[src/rtl/smbc_pkg.sv]
// shared constants and carrier types for the bus configuration and timing block
package smbc_pkg;
   // clock source select codes
   localparam logic [1:0] SMBC_CS_TMR0 = 2'h0;
   localparam logic [1:0] SMBC_CS_TMR1 = 2'h1;
   localparam logic [1:0] SMBC_CS_TMR2H = 2'h2;
   localparam logic [1:0] SMBC_CS_TMR2L = 2'h3;
   // overflows per master scl phase
   localparam logic [1:0] SMBC_LOW_OVF = 2'h1;
   localparam logic [1:0] SMBC_HIGH_OVF = 2'h2;
   // sda hold and setup in core clocks
   localparam logic [3:0] SMBC_HOLD_STD = 4'h3;
   localparam logic [3:0] SMBC_HOLD_EXT = 4'hC;
   localparam logic [3:0] SMBC_SETUP_STD = 4'h1;
   localparam logic [3:0] SMBC_SETUP_EXT = 4'hB;
   // source periods of idle bus before it counts as free
   localparam logic [3:0] SMBC_FREE_PERIODS = 4'hA;
   // extra start hold clocks per control code
   localparam logic [3:0] SMBC_START_BASE = 4'h1;
   localparam logic [3:0] SMBC_START_X1 = 4'h2;
   localparam logic [3:0] SMBC_START_X2 = 4'h4;
   localparam logic [3:0] SMBC_START_X3 = 4'h8;
   localparam logic [3:0] SMBC_CNT_MAX = 4'hF;

   // configuration bits from software
   typedef struct packed {
      logic bus_enable_bit;
      logic slave_inhibit;
      logic clock_source_select_hi;
      logic clock_source_select_lo;
      logic sda_timing_extend;
      logic scl_low_timeout_enable;
      logic free_timeout_enable;
      logic [1:0] start_detect_hold_control;
   } smbc_cfg_s;

   // timer overflow pulses on the core clock
   typedef struct packed {
      logic tmr0;
      logic tmr1_or_5;
      logic tmr2_hi;
      logic tmr2_lo;
   } smbc_ovf_s;

   typedef enum logic [5:0] {
      SMBC_M_IDLE = 6'h01,
      SMBC_M_START = 6'h02,
      SMBC_M_LOW = 6'h04,
      SMBC_M_HIGH = 6'h08,
      SMBC_M_STOP = 6'h10,
      SMBC_M_STOPH = 6'h20
   } smbc_mst_e;
endpackage

[src/rtl/smbc_top.sv]
// bus configuration, master clocking, start detection and timeouts
`timescale 1ns/1ns
module smbc_top
   import smbc_pkg::*;
(
   input wire logic sys_clk,
   input wire logic resetn,
   input wire smbc_cfg_s cfg,
   input wire smbc_ovf_s ovf,
   input wire logic scl_in,
   output logic scl_out,
   output logic scl_oe_n,
   input wire logic sda_in,
   output logic sda_out,
   output logic sda_oe_n,
   input wire logic mst_run,
   input wire logic mst_sda,
   input wire logic slv_ack,
   input wire logic slv_irq_req,
   output logic slv_irq,
   output logic mst_bit_done,
   output logic start_seen,
   output logic stop_seen,
   output logic transfer_in_progress_flag,
   output logic helper_reload,
   output logic helper_count
);
   // pin synchronisers
   logic scl_s1_q, scl_s2_q, scl_p_q, sda_s1_q, sda_s2_q, sda_p_q;
   always_ff @(posedge sys_clk or negedge resetn)
   begin
      if (!resetn)
      begin
         scl_s1_q <= 1'b1;
         scl_s2_q <= 1'b1;
         scl_p_q <= 1'b1;
         sda_s1_q <= 1'b1;
         sda_s2_q <= 1'b1;
         sda_p_q <= 1'b1;
      end
      else
      begin
         scl_s1_q <= scl_in;
         scl_s2_q <= scl_s1_q;
         scl_p_q <= scl_s2_q;
         sda_s1_q <= sda_in;
         sda_s2_q <= sda_s1_q;
         sda_p_q <= sda_s2_q;
      end
   end

   logic en, scl_fall, sda_fall, sda_rise, stop_ev, start_ev, src_ovf, tick;
   logic [3:0] need, hold_n, setup_n;
   smbc_mst_e mst_q;
   assign en = cfg.bus_enable_bit;
   assign scl_fall = scl_p_q && !scl_s2_q;
   assign sda_fall = sda_p_q && !sda_s2_q;
   assign sda_rise = !sda_p_q && sda_s2_q;
   assign stop_ev = en && sda_rise && scl_s2_q;

   // clock source selection and gating
   always_comb
   begin
      src_ovf = ovf.tmr0;
      if ({cfg.clock_source_select_hi, cfg.clock_source_select_lo} == SMBC_CS_TMR1)
         src_ovf = ovf.tmr1_or_5;
      else if ({cfg.clock_source_select_hi, cfg.clock_source_select_lo} == SMBC_CS_TMR2H)
         src_ovf = ovf.tmr2_hi;
      else if ({cfg.clock_source_select_hi, cfg.clock_source_select_lo} == SMBC_CS_TMR2L)
         src_ovf = ovf.tmr2_lo;
   end
   assign tick = en && src_ovf && (mst_q != SMBC_M_IDLE || cfg.free_timeout_enable);

   // required start hold per control code
   always_comb
   begin
      need = SMBC_START_BASE;
      if (cfg.start_detect_hold_control == 2'h1)
         need = SMBC_START_BASE + SMBC_START_X1;
      else if (cfg.start_detect_hold_control == 2'h2)
         need = SMBC_START_BASE + SMBC_START_X2;
      else if (cfg.start_detect_hold_control == 2'h3)
         need = SMBC_START_BASE + SMBC_START_X3;
   end
   assign hold_n = cfg.sda_timing_extend ? SMBC_HOLD_EXT : SMBC_HOLD_STD;
   assign setup_n = cfg.sda_timing_extend ? SMBC_SETUP_EXT : SMBC_SETUP_STD;

   // start detection: time from sda fall (scl high) to scl fall
   logic armed_q;
   logic [3:0] sfc_q;
   assign start_ev = en && armed_q && scl_fall && !sda_s2_q && sfc_q >= need;
   always_ff @(posedge sys_clk or negedge resetn)
   begin
      if (!resetn)
      begin
         armed_q <= 1'b0;
         sfc_q <= 4'h0;
      end
      else if (!en || sda_rise || scl_fall)
      begin
         armed_q <= 1'b0;
         sfc_q <= 4'h0;
      end
      else if (sda_fall && scl_s2_q)
      begin
         armed_q <= 1'b1;
         sfc_q <= 4'h1;
      end
      else if (armed_q && sfc_q != SMBC_CNT_MAX)
         sfc_q <= sfc_q + 4'h1;
   end

   // free timeout: count source periods with both lines high
   logic [3:0] free_q;
   logic free_ev;
   assign free_ev = cfg.free_timeout_enable && tick && scl_s2_q && sda_s2_q
      && free_q == SMBC_FREE_PERIODS;
   always_ff @(posedge sys_clk or negedge resetn)
   begin
      if (!resetn)
         free_q <= 4'h0;
      else if (!en || !cfg.free_timeout_enable || !scl_s2_q || !sda_s2_q)
         free_q <= 4'h0;
      else if (tick && free_q != SMBC_CNT_MAX)
         free_q <= free_q + 4'h1;
   end

   // busy flag, slave inhibit latched at start, event pulses
   logic busy_q, inh_q;
   always_ff @(posedge sys_clk or negedge resetn)
   begin
      if (!resetn)
      begin
         busy_q <= 1'b0;
         inh_q <= 1'b0;
         start_seen <= 1'b0;
         stop_seen <= 1'b0;
         slv_irq <= 1'b0;
      end
      else
      begin
         if (!en)
            busy_q <= 1'b0;
         else if (start_ev)
            busy_q <= 1'b1;
         else if (stop_ev || free_ev)
            busy_q <= 1'b0;
         if (start_ev)
            inh_q <= cfg.slave_inhibit;
         start_seen <= start_ev;
         stop_seen <= stop_ev;
         slv_irq <= en && slv_irq_req && !inh_q;
      end
   end
   assign transfer_in_progress_flag = busy_q;

   // helper timer control for scl low timeout
   always_ff @(posedge sys_clk or negedge resetn)
   begin
      if (!resetn)
      begin
         helper_reload <= 1'b0;
         helper_count <= 1'b0;
      end
      else
      begin
         helper_reload <= en && cfg.scl_low_timeout_enable && scl_s2_q;
         helper_count <= en && cfg.scl_low_timeout_enable && !scl_s2_q;
      end
   end

   // master scl generator: low one overflow, high two overflows
   logic [1:0] ovc_q;
   logic [4:0] cyc_q;
   logic [4:0] low_need;
   logic mdrv_q;
   // hold plus setup reaches 23 with extension, so one bit wider than the constants
   assign low_need = 5'(hold_n) + 5'(setup_n);
   always_ff @(posedge sys_clk or negedge resetn)
   begin
      if (!resetn)
      begin
         mst_q <= SMBC_M_IDLE;
         ovc_q <= 2'h0;
         cyc_q <= 5'h00;
         mdrv_q <= 1'b0;
         mst_bit_done <= 1'b0;
      end
      else
      begin
         mst_bit_done <= 1'b0;
         if (tick)
            ovc_q <= ovc_q + 2'h1;
         if (cyc_q != {1'b1, SMBC_CNT_MAX})
            cyc_q <= cyc_q + 5'h01;
         if (!en)
         begin
            mst_q <= SMBC_M_IDLE;
            mdrv_q <= 1'b0;
         end
         else
         begin
            case (mst_q)
               SMBC_M_IDLE:
               begin
                  ovc_q <= 2'h0;
                  if (mst_run && !busy_q)
                  begin
                     mst_q <= SMBC_M_START;
                     mdrv_q <= 1'b1;
                  end
               end
               SMBC_M_START:
                  if (ovc_q >= SMBC_LOW_OVF)
                  begin
                     mst_q <= SMBC_M_LOW;
                     ovc_q <= 2'h0;
                     cyc_q <= 5'h00;
                  end
               SMBC_M_LOW:
               begin
                  if (cyc_q == 5'(hold_n))
                     mdrv_q <= !mst_sda;
                  if (ovc_q >= SMBC_LOW_OVF && cyc_q >= low_need)
                  begin
                     mst_q <= SMBC_M_HIGH;
                     ovc_q <= 2'h0;
                  end
               end
               SMBC_M_HIGH:
               begin
                  if (!scl_s2_q)
                     ovc_q <= 2'h0; // stretched: high phase starts when scl seen high
                  else if (ovc_q >= SMBC_HIGH_OVF)
                  begin
                     mst_bit_done <= 1'b1;
                     ovc_q <= 2'h0;
                     cyc_q <= 5'h00;
                     mst_q <= mst_run ? SMBC_M_LOW : SMBC_M_STOP;
                  end
               end
               SMBC_M_STOP:
               begin
                  if (cyc_q == 5'(hold_n))
                     mdrv_q <= 1'b1;
                  if (ovc_q >= SMBC_LOW_OVF && cyc_q >= low_need)
                  begin
                     mst_q <= SMBC_M_STOPH;
                     ovc_q <= 2'h0;
                  end
               end
               SMBC_M_STOPH:
                  if (scl_s2_q && ovc_q >= SMBC_LOW_OVF)
                  begin
                     mdrv_q <= 1'b0;
                     mst_q <= SMBC_M_IDLE;
                  end
               default:
                  mst_q <= SMBC_M_IDLE;
            endcase
         end
      end
   end

   // open-drain pin drive, low enable while pulling low
   always_ff @(posedge sys_clk or negedge resetn)
   begin
      if (!resetn)
      begin
         scl_oe_n <= 1'b1;
         sda_oe_n <= 1'b1;
         scl_out <= 1'b0;
         sda_out <= 1'b0;
      end
      else
      begin
         scl_out <= 1'b0;
         sda_out <= 1'b0;
         scl_oe_n <= !(en && (mst_q == SMBC_M_LOW || mst_q == SMBC_M_STOP));
         sda_oe_n <= !(en && (mdrv_q || (slv_ack && !inh_q)));
      end
   end

   // scl low phase length in clocks for checking
   logic [15:0] lowlen_q;
   always_ff @(posedge sys_clk or negedge resetn)
   begin
      if (!resetn)
         lowlen_q <= 16'h0;
      else if (mst_q == SMBC_M_LOW)
         lowlen_q <= lowlen_q + 16'h1;
      else
         lowlen_q <= 16'h0;
   end

   busy_set_a: assert property (@(posedge sys_clk) disable iff (!resetn)
      start_ev |=> busy_q) else $error("busy not set on start");
   busy_clr_a: assert property (@(posedge sys_clk) disable iff (!resetn)
      (stop_ev || free_ev) && !start_ev |=> !busy_q) else $error("busy not cleared");
   off_release_a: assert property (@(posedge sys_clk) disable iff (!resetn)
      !en |=> scl_oe_n && sda_oe_n && !slv_irq) else $error("lines held when off");
   inh_irq_a: assert property (@(posedge sys_clk) disable iff (!resetn)
      inh_q |=> !slv_irq) else $error("slave irq while inhibited");
   inh_latch_a: assert property (@(posedge sys_clk) disable iff (!resetn)
      !start_ev && $stable(cfg.slave_inhibit) |=> inh_q == $past(inh_q))
      else $error("inhibit changed outside start");
   helper_ctl_a: assert property (@(posedge sys_clk) disable iff (!resetn)
      en && cfg.scl_low_timeout_enable |=> helper_reload == $past(scl_s2_q)
      && helper_count == !$past(scl_s2_q)) else $error("helper timer control wrong");
   start_hold_a: assert property (@(posedge sys_clk) disable iff (!resetn)
      start_ev |-> sfc_q >= need && sfc_q >= SMBC_START_BASE)
      else $error("start accepted too early");
   low_min_a: assert property (@(posedge sys_clk) disable iff (!resetn)
      mst_q == SMBC_M_LOW ##1 mst_q == SMBC_M_HIGH |-> $past(lowlen_q) >= 16'(low_need))
      else $error("scl low phase too short");
   free_clear_a: assert property (@(posedge sys_clk) disable iff (!resetn)
      free_ev && !start_ev |=> !busy_q ##0 free_q == 4'h0 || !sda_s2_q || scl_s2_q)
      else $error("free timeout lost");
   src_gate_a: assert property (@(posedge sys_clk) disable iff (!resetn)
      tick |-> mst_q != SMBC_M_IDLE || cfg.free_timeout_enable)
      else $error("clock source used when idle");
endmodule

[config.mk]
export PLATFORM = sky130hd
export DESIGN_NAME = smbc_top
export DESIGN_NICKNAME = d
export VERILOG_FILES = /design/src/rtl/smbc_pkg.sv /design/src/rtl/smbc_top.sv
export SDC_FILE = /design/constraint.sdc
export NUM_CORES = 1
export LEC_CHECK = 0
export ABC_CLOCK_PERIOD_IN_PS = 4300
export BUFFER_PORTS_ARGS = -buffer_cell sky130_fd_sc_hd__buf_2
export CAP_MARGIN = 15
export CORE_ASPECT_RATIO = 0.8
export CORE_MARGIN = 4
export CORE_UTILIZATION = 30
export CTS_BUF_LIST = sky130_fd_sc_hd__clkbuf_8
export DETAILED_ROUTE_END_ITERATION = 10
export SYNTH_ARGS = -nofsm -noshare
export SYNTH_HDL_FRONTEND = slang
export SYNTH_SLANG_ARGS = --single-unit
[constraint.sdc]
create_clock -name sys_clk -period 4.3 [get_ports sys_clk]
set_clock_uncertainty 0.05 [all_clocks]
set_input_delay 0.86 -clock sys_clk [delete_from_list [all_inputs] [get_ports sys_clk]]
set_output_delay 0.86 -clock sys_clk [all_outputs]
set_load 0.01 [all_outputs]
==> results_dict.tcl <==
set metrics [dict create \
    drt-pass1-iter-count 4 \
    synth_area_per_cell_sq_um 9.95 \
    max_freq_ghz 0.434 \
    critPathTopFamily "simple AND/OR/NAND/NOR gates" \
    area_delta_synth_final_pct 13.4 \
    crit_chain "buf_2 -> nand2b_1 -> ha_1 -> a21o_1 -> a21o_1 -> a21oi_1 -> nor3_1 -> mux2_2" \
    grt_max_degree 40 \
    switching_share_pct 33.2 \
    slew_headroom_pct 41.6 \
    r2r_slack_ns 2.07 \
    drt_iter0_markers 58 \
    total_power_uw 956 \
    cpMostUsedCell "a21o_1" \
    clkPwrFrac_pct 26.0 \
    timing.final.hold_violations 0 \
    p_comb_share_pct 25.3 \
    hold_ws_ns 0.309 \
    drt-total-wl_um 4750 \
    via_per_inst 5.12 \
    insertedDiodeCount 0 \
    cp_num_buf_inv 1 \
    rsz0062_at_grt "false" \
    p_int_uw 639 \
    route.detailed.drc 0 \
    cts_tree "yes" \
    fin_nets 283 \
    netlist_instances 222 \
    synth_edf_count 0 \
    wl_met1_um 2460 \
    std_cell_rows 27 \
    slew_violations 0 \
    p_leak_nw 1.12 \
    die_w_um 104 \
    cap_violations 0 \
    ant_nets 0 \
    die_h_um 84.7 \
    drive_gt1_share_pct 21.9 \
    cp_data_arrival_time_ns 2.44 \
    place_area_sq_um 2410 \
    wl_met3_um 251 \
    ctsHoldBuffers 0 \
    cts_repair_resize_count 0 \
    p_switching_uw 317 \
    grt_usage_pct 11.6 \
    crit_path_max_fanout 3 \
    core-area_sq_um 7030 \
    port_buffers 29 \
    antenna_found_initial 0 \
    grt_pass1_vias 1649 \
    required_ns 4.43 \
    async_reset_ff_share_pct 100 \
    ir_worst_vdd_mv 0.116 \
    p_seq_share_pct 48.7 \
    critPathCaptureType "register" \
    syn_area_sq_um 2210 \
    synth_seq_cells 39 \
    vias 1731 \
    powerDensity_nw_per_um2 382 \
    worstMarginPinSlew_ns 0.877 \
    ys_types 53 \
    detail_route.wl_per_cell_um 14.1 \
    final_cells 338 \
    outcome "finished clean" \
    critPathMaxStageDelay_ns 0.41 \
    yosys_warnings 0 \
    initial_core_util_pct 31.4 \
    synth_ff_type "dfrtp_1" \
    clk_latency_ns 0.29 \
    yosysSeqAreaShare_pct 44.7 \
    place.gp.congestion 0.829 \
    nFillCells 703 \
    cts_inserted_buffers 5 \
    highest_layer "met4" \
    path_class "input pin to register" \
    period_share_pct 53.6 \
    gr-total-overflow 0 \
    crit_path_start_kind "input pin" \
    cts.path.max_buffers 2 \
    grt_pass1_wl_um 8290 \
    clkSinkCount 39 \
    dp.cells 330 \
    htree_levels 2 \
    hold_path.class "register to register" \
    fin_area_sq_um 2500 \
    tns_ns 0 \
    hpwlAfterDp_um 3490 \
    root_buffer "clkbuf_8" \
    fin_crit_ns 2.31 \
    clkSlewWorstSetupHoldPaths_ns 0.08 \
    cts_setup_buffers 0 \
    dieArea_sq_um 8810 \
    pin_count 32 \
    wl_met2_um 1960 \
    setup_viol_count_final 0 \
    cp_slowest_cell "nor3_1" \
]
[worst paths after layout]
| path | from | endpoint | cells after the start |
|---|---|---|---|
| max | cfg[1] | inh_q$_DFFE_PN0P_ | 8 |
| min | scl_s1_q$_DFF_PN1_ | scl_s2_q$_DFF_PN1_ | 0 |
| max reg2reg | mst_q[2]$_DFFE_PN0P_ | ovc_q[1]$_DFF_PN0_ | 5 |
| min reg2reg | scl_s1_q$_DFF_PN1_ | scl_s2_q$_DFF_PN1_ | 0 |
| max in group asynchronous | resetn | free_q[1]$_DFFE_PN0P_ | 1 |
| min in group asynchronous | resetn | mst_q[5]$_DFFE_PN0P_ | 1 |
[metrics by stage]
step / setup WS [ns] / util, %
CTS: 2.00 / 35.6
floorplan: 2.01 / -
finish: 1.99 / 35.6
detailed placement: 1.69 / 34.4
global placement: 1.79 / 34.4
global route: 1.88 / 35.6
[cells in the final DEF (no fill, tap or decap), types with 3 or more instances in the layout]
| master | n |
|---|---|
| dfrtp_1 | 30 |
| buf_2 | 29 |
| nor2_1 | 20 |
| a21oi_1 | 16 |
| nand2_1 | 12 |
| ha_1 | 12 |
| inv_1 | 9 |
| nand3_1 | 9 |
| dfstp_2 | 9 |
| nand2b_1 | 8 |
| o21ai_0 | 8 |
| nor3_1 | 7 |
| and3_1 | 7 |
| xnor2_1 | 7 |
| nor2b_1 | 5 |
| clkbuf_8 | 5 |
| xor2_1 | 4 |
| nand4_1 | 3 |
| a211oi_1 | 3 |
| a21o_1 | 3 |
| nor3b_1 | 3 |
[cell usage after synthesis (all sizes together), types with 2 or more instances]
master,count,area [sq um]
dfrtp,30,751
nor2,20,75.1
a21oi,16,80.1
ha,12,150
nand2,12,45.0
dfstp,9,236
inv,9,33.8
nand3,9,45.0
nand2b,8,50.1
o21ai,8,40.0
and3,7,43.8
nor3,7,35.0
xnor2,7,61.3
buf,5,36.3
nor2b,5,31.3
clkbuf,4,15.0
xor2,4,35.0
a211oi,3,22.5
a21o,3,22.5
nand4,3,18.8
nor3b,3,22.5
or3,3,23.8
a22oi,2,15.0
a32o,2,20.0
mux2i,2,20.0
nor4b,2,17.5
o2111ai,2,17.5
o211ai,2,20.0
or2,2,12.5
or4,2,15.0
or4b,2,23.8
[layer usage]
| layer | vias to the layer above | GRT usage [%] |
|---|---|---|
| li1 | 853 | - |
| met5 | - | 0 |
| met3 | 10 | 3.31 |
| met2 | 47 | 16.3 |
| met4 | 0 | 3.99 |
| met1 | 821 | 16.8 |
[cell families (layout without fill, tap and decap cells)]
kind of cell | after synthesis | in the layout | synth area share [%]
other | 1 | 2 | 0.170
DFF | 39 | 39 | 44.7
xor gates and xnor gates | 11 | 11 | 4.36
buffers and inverters | 18 | 46 | 3.85
and+or+nand+nor | 88 | 88 | 21.8
AOI/OAI and AO/OA | 49 | 49 | 15.9
adders and majority gates | 12 | 12 | 6.80
muxes | 4 | 4 | 2.44
[registers in the layout, summed over array words and instances, names as in the netlist, 2 cells and up]
name	cells
cyc_q	5
free_q	4
mst_q	6
ovc_q	2
sfc_q	4
[power groups by stage]
stage               clock (mW)  combinational (mW)  sequential [mW]
finish                   0.248               0.242            0.466
global route             0.279               0.284            0.476
CTS                      0.259               0.245            0.466
detailed placement           0               0.243            0.473
global placement             0               0.238            0.471
floorplan                    0               0.188            0.459
[final cells by class]
type | instances | area [sq um] | share of cell area [%]
clock buffers | 5 | 68.8 | 2.75
clock inverters | 3 | 20.0 | 0.800
inverters | 9 | 33.8 | 1.35
multi-input cells | 166 | 1140 | 45.5
flip-flops and latches | 39 | 987 | 39.4
well taps | 87 | 109 | 4.35
repair buffers | 29 | 145 | 5.80
(Power assumes the default switching activity.)
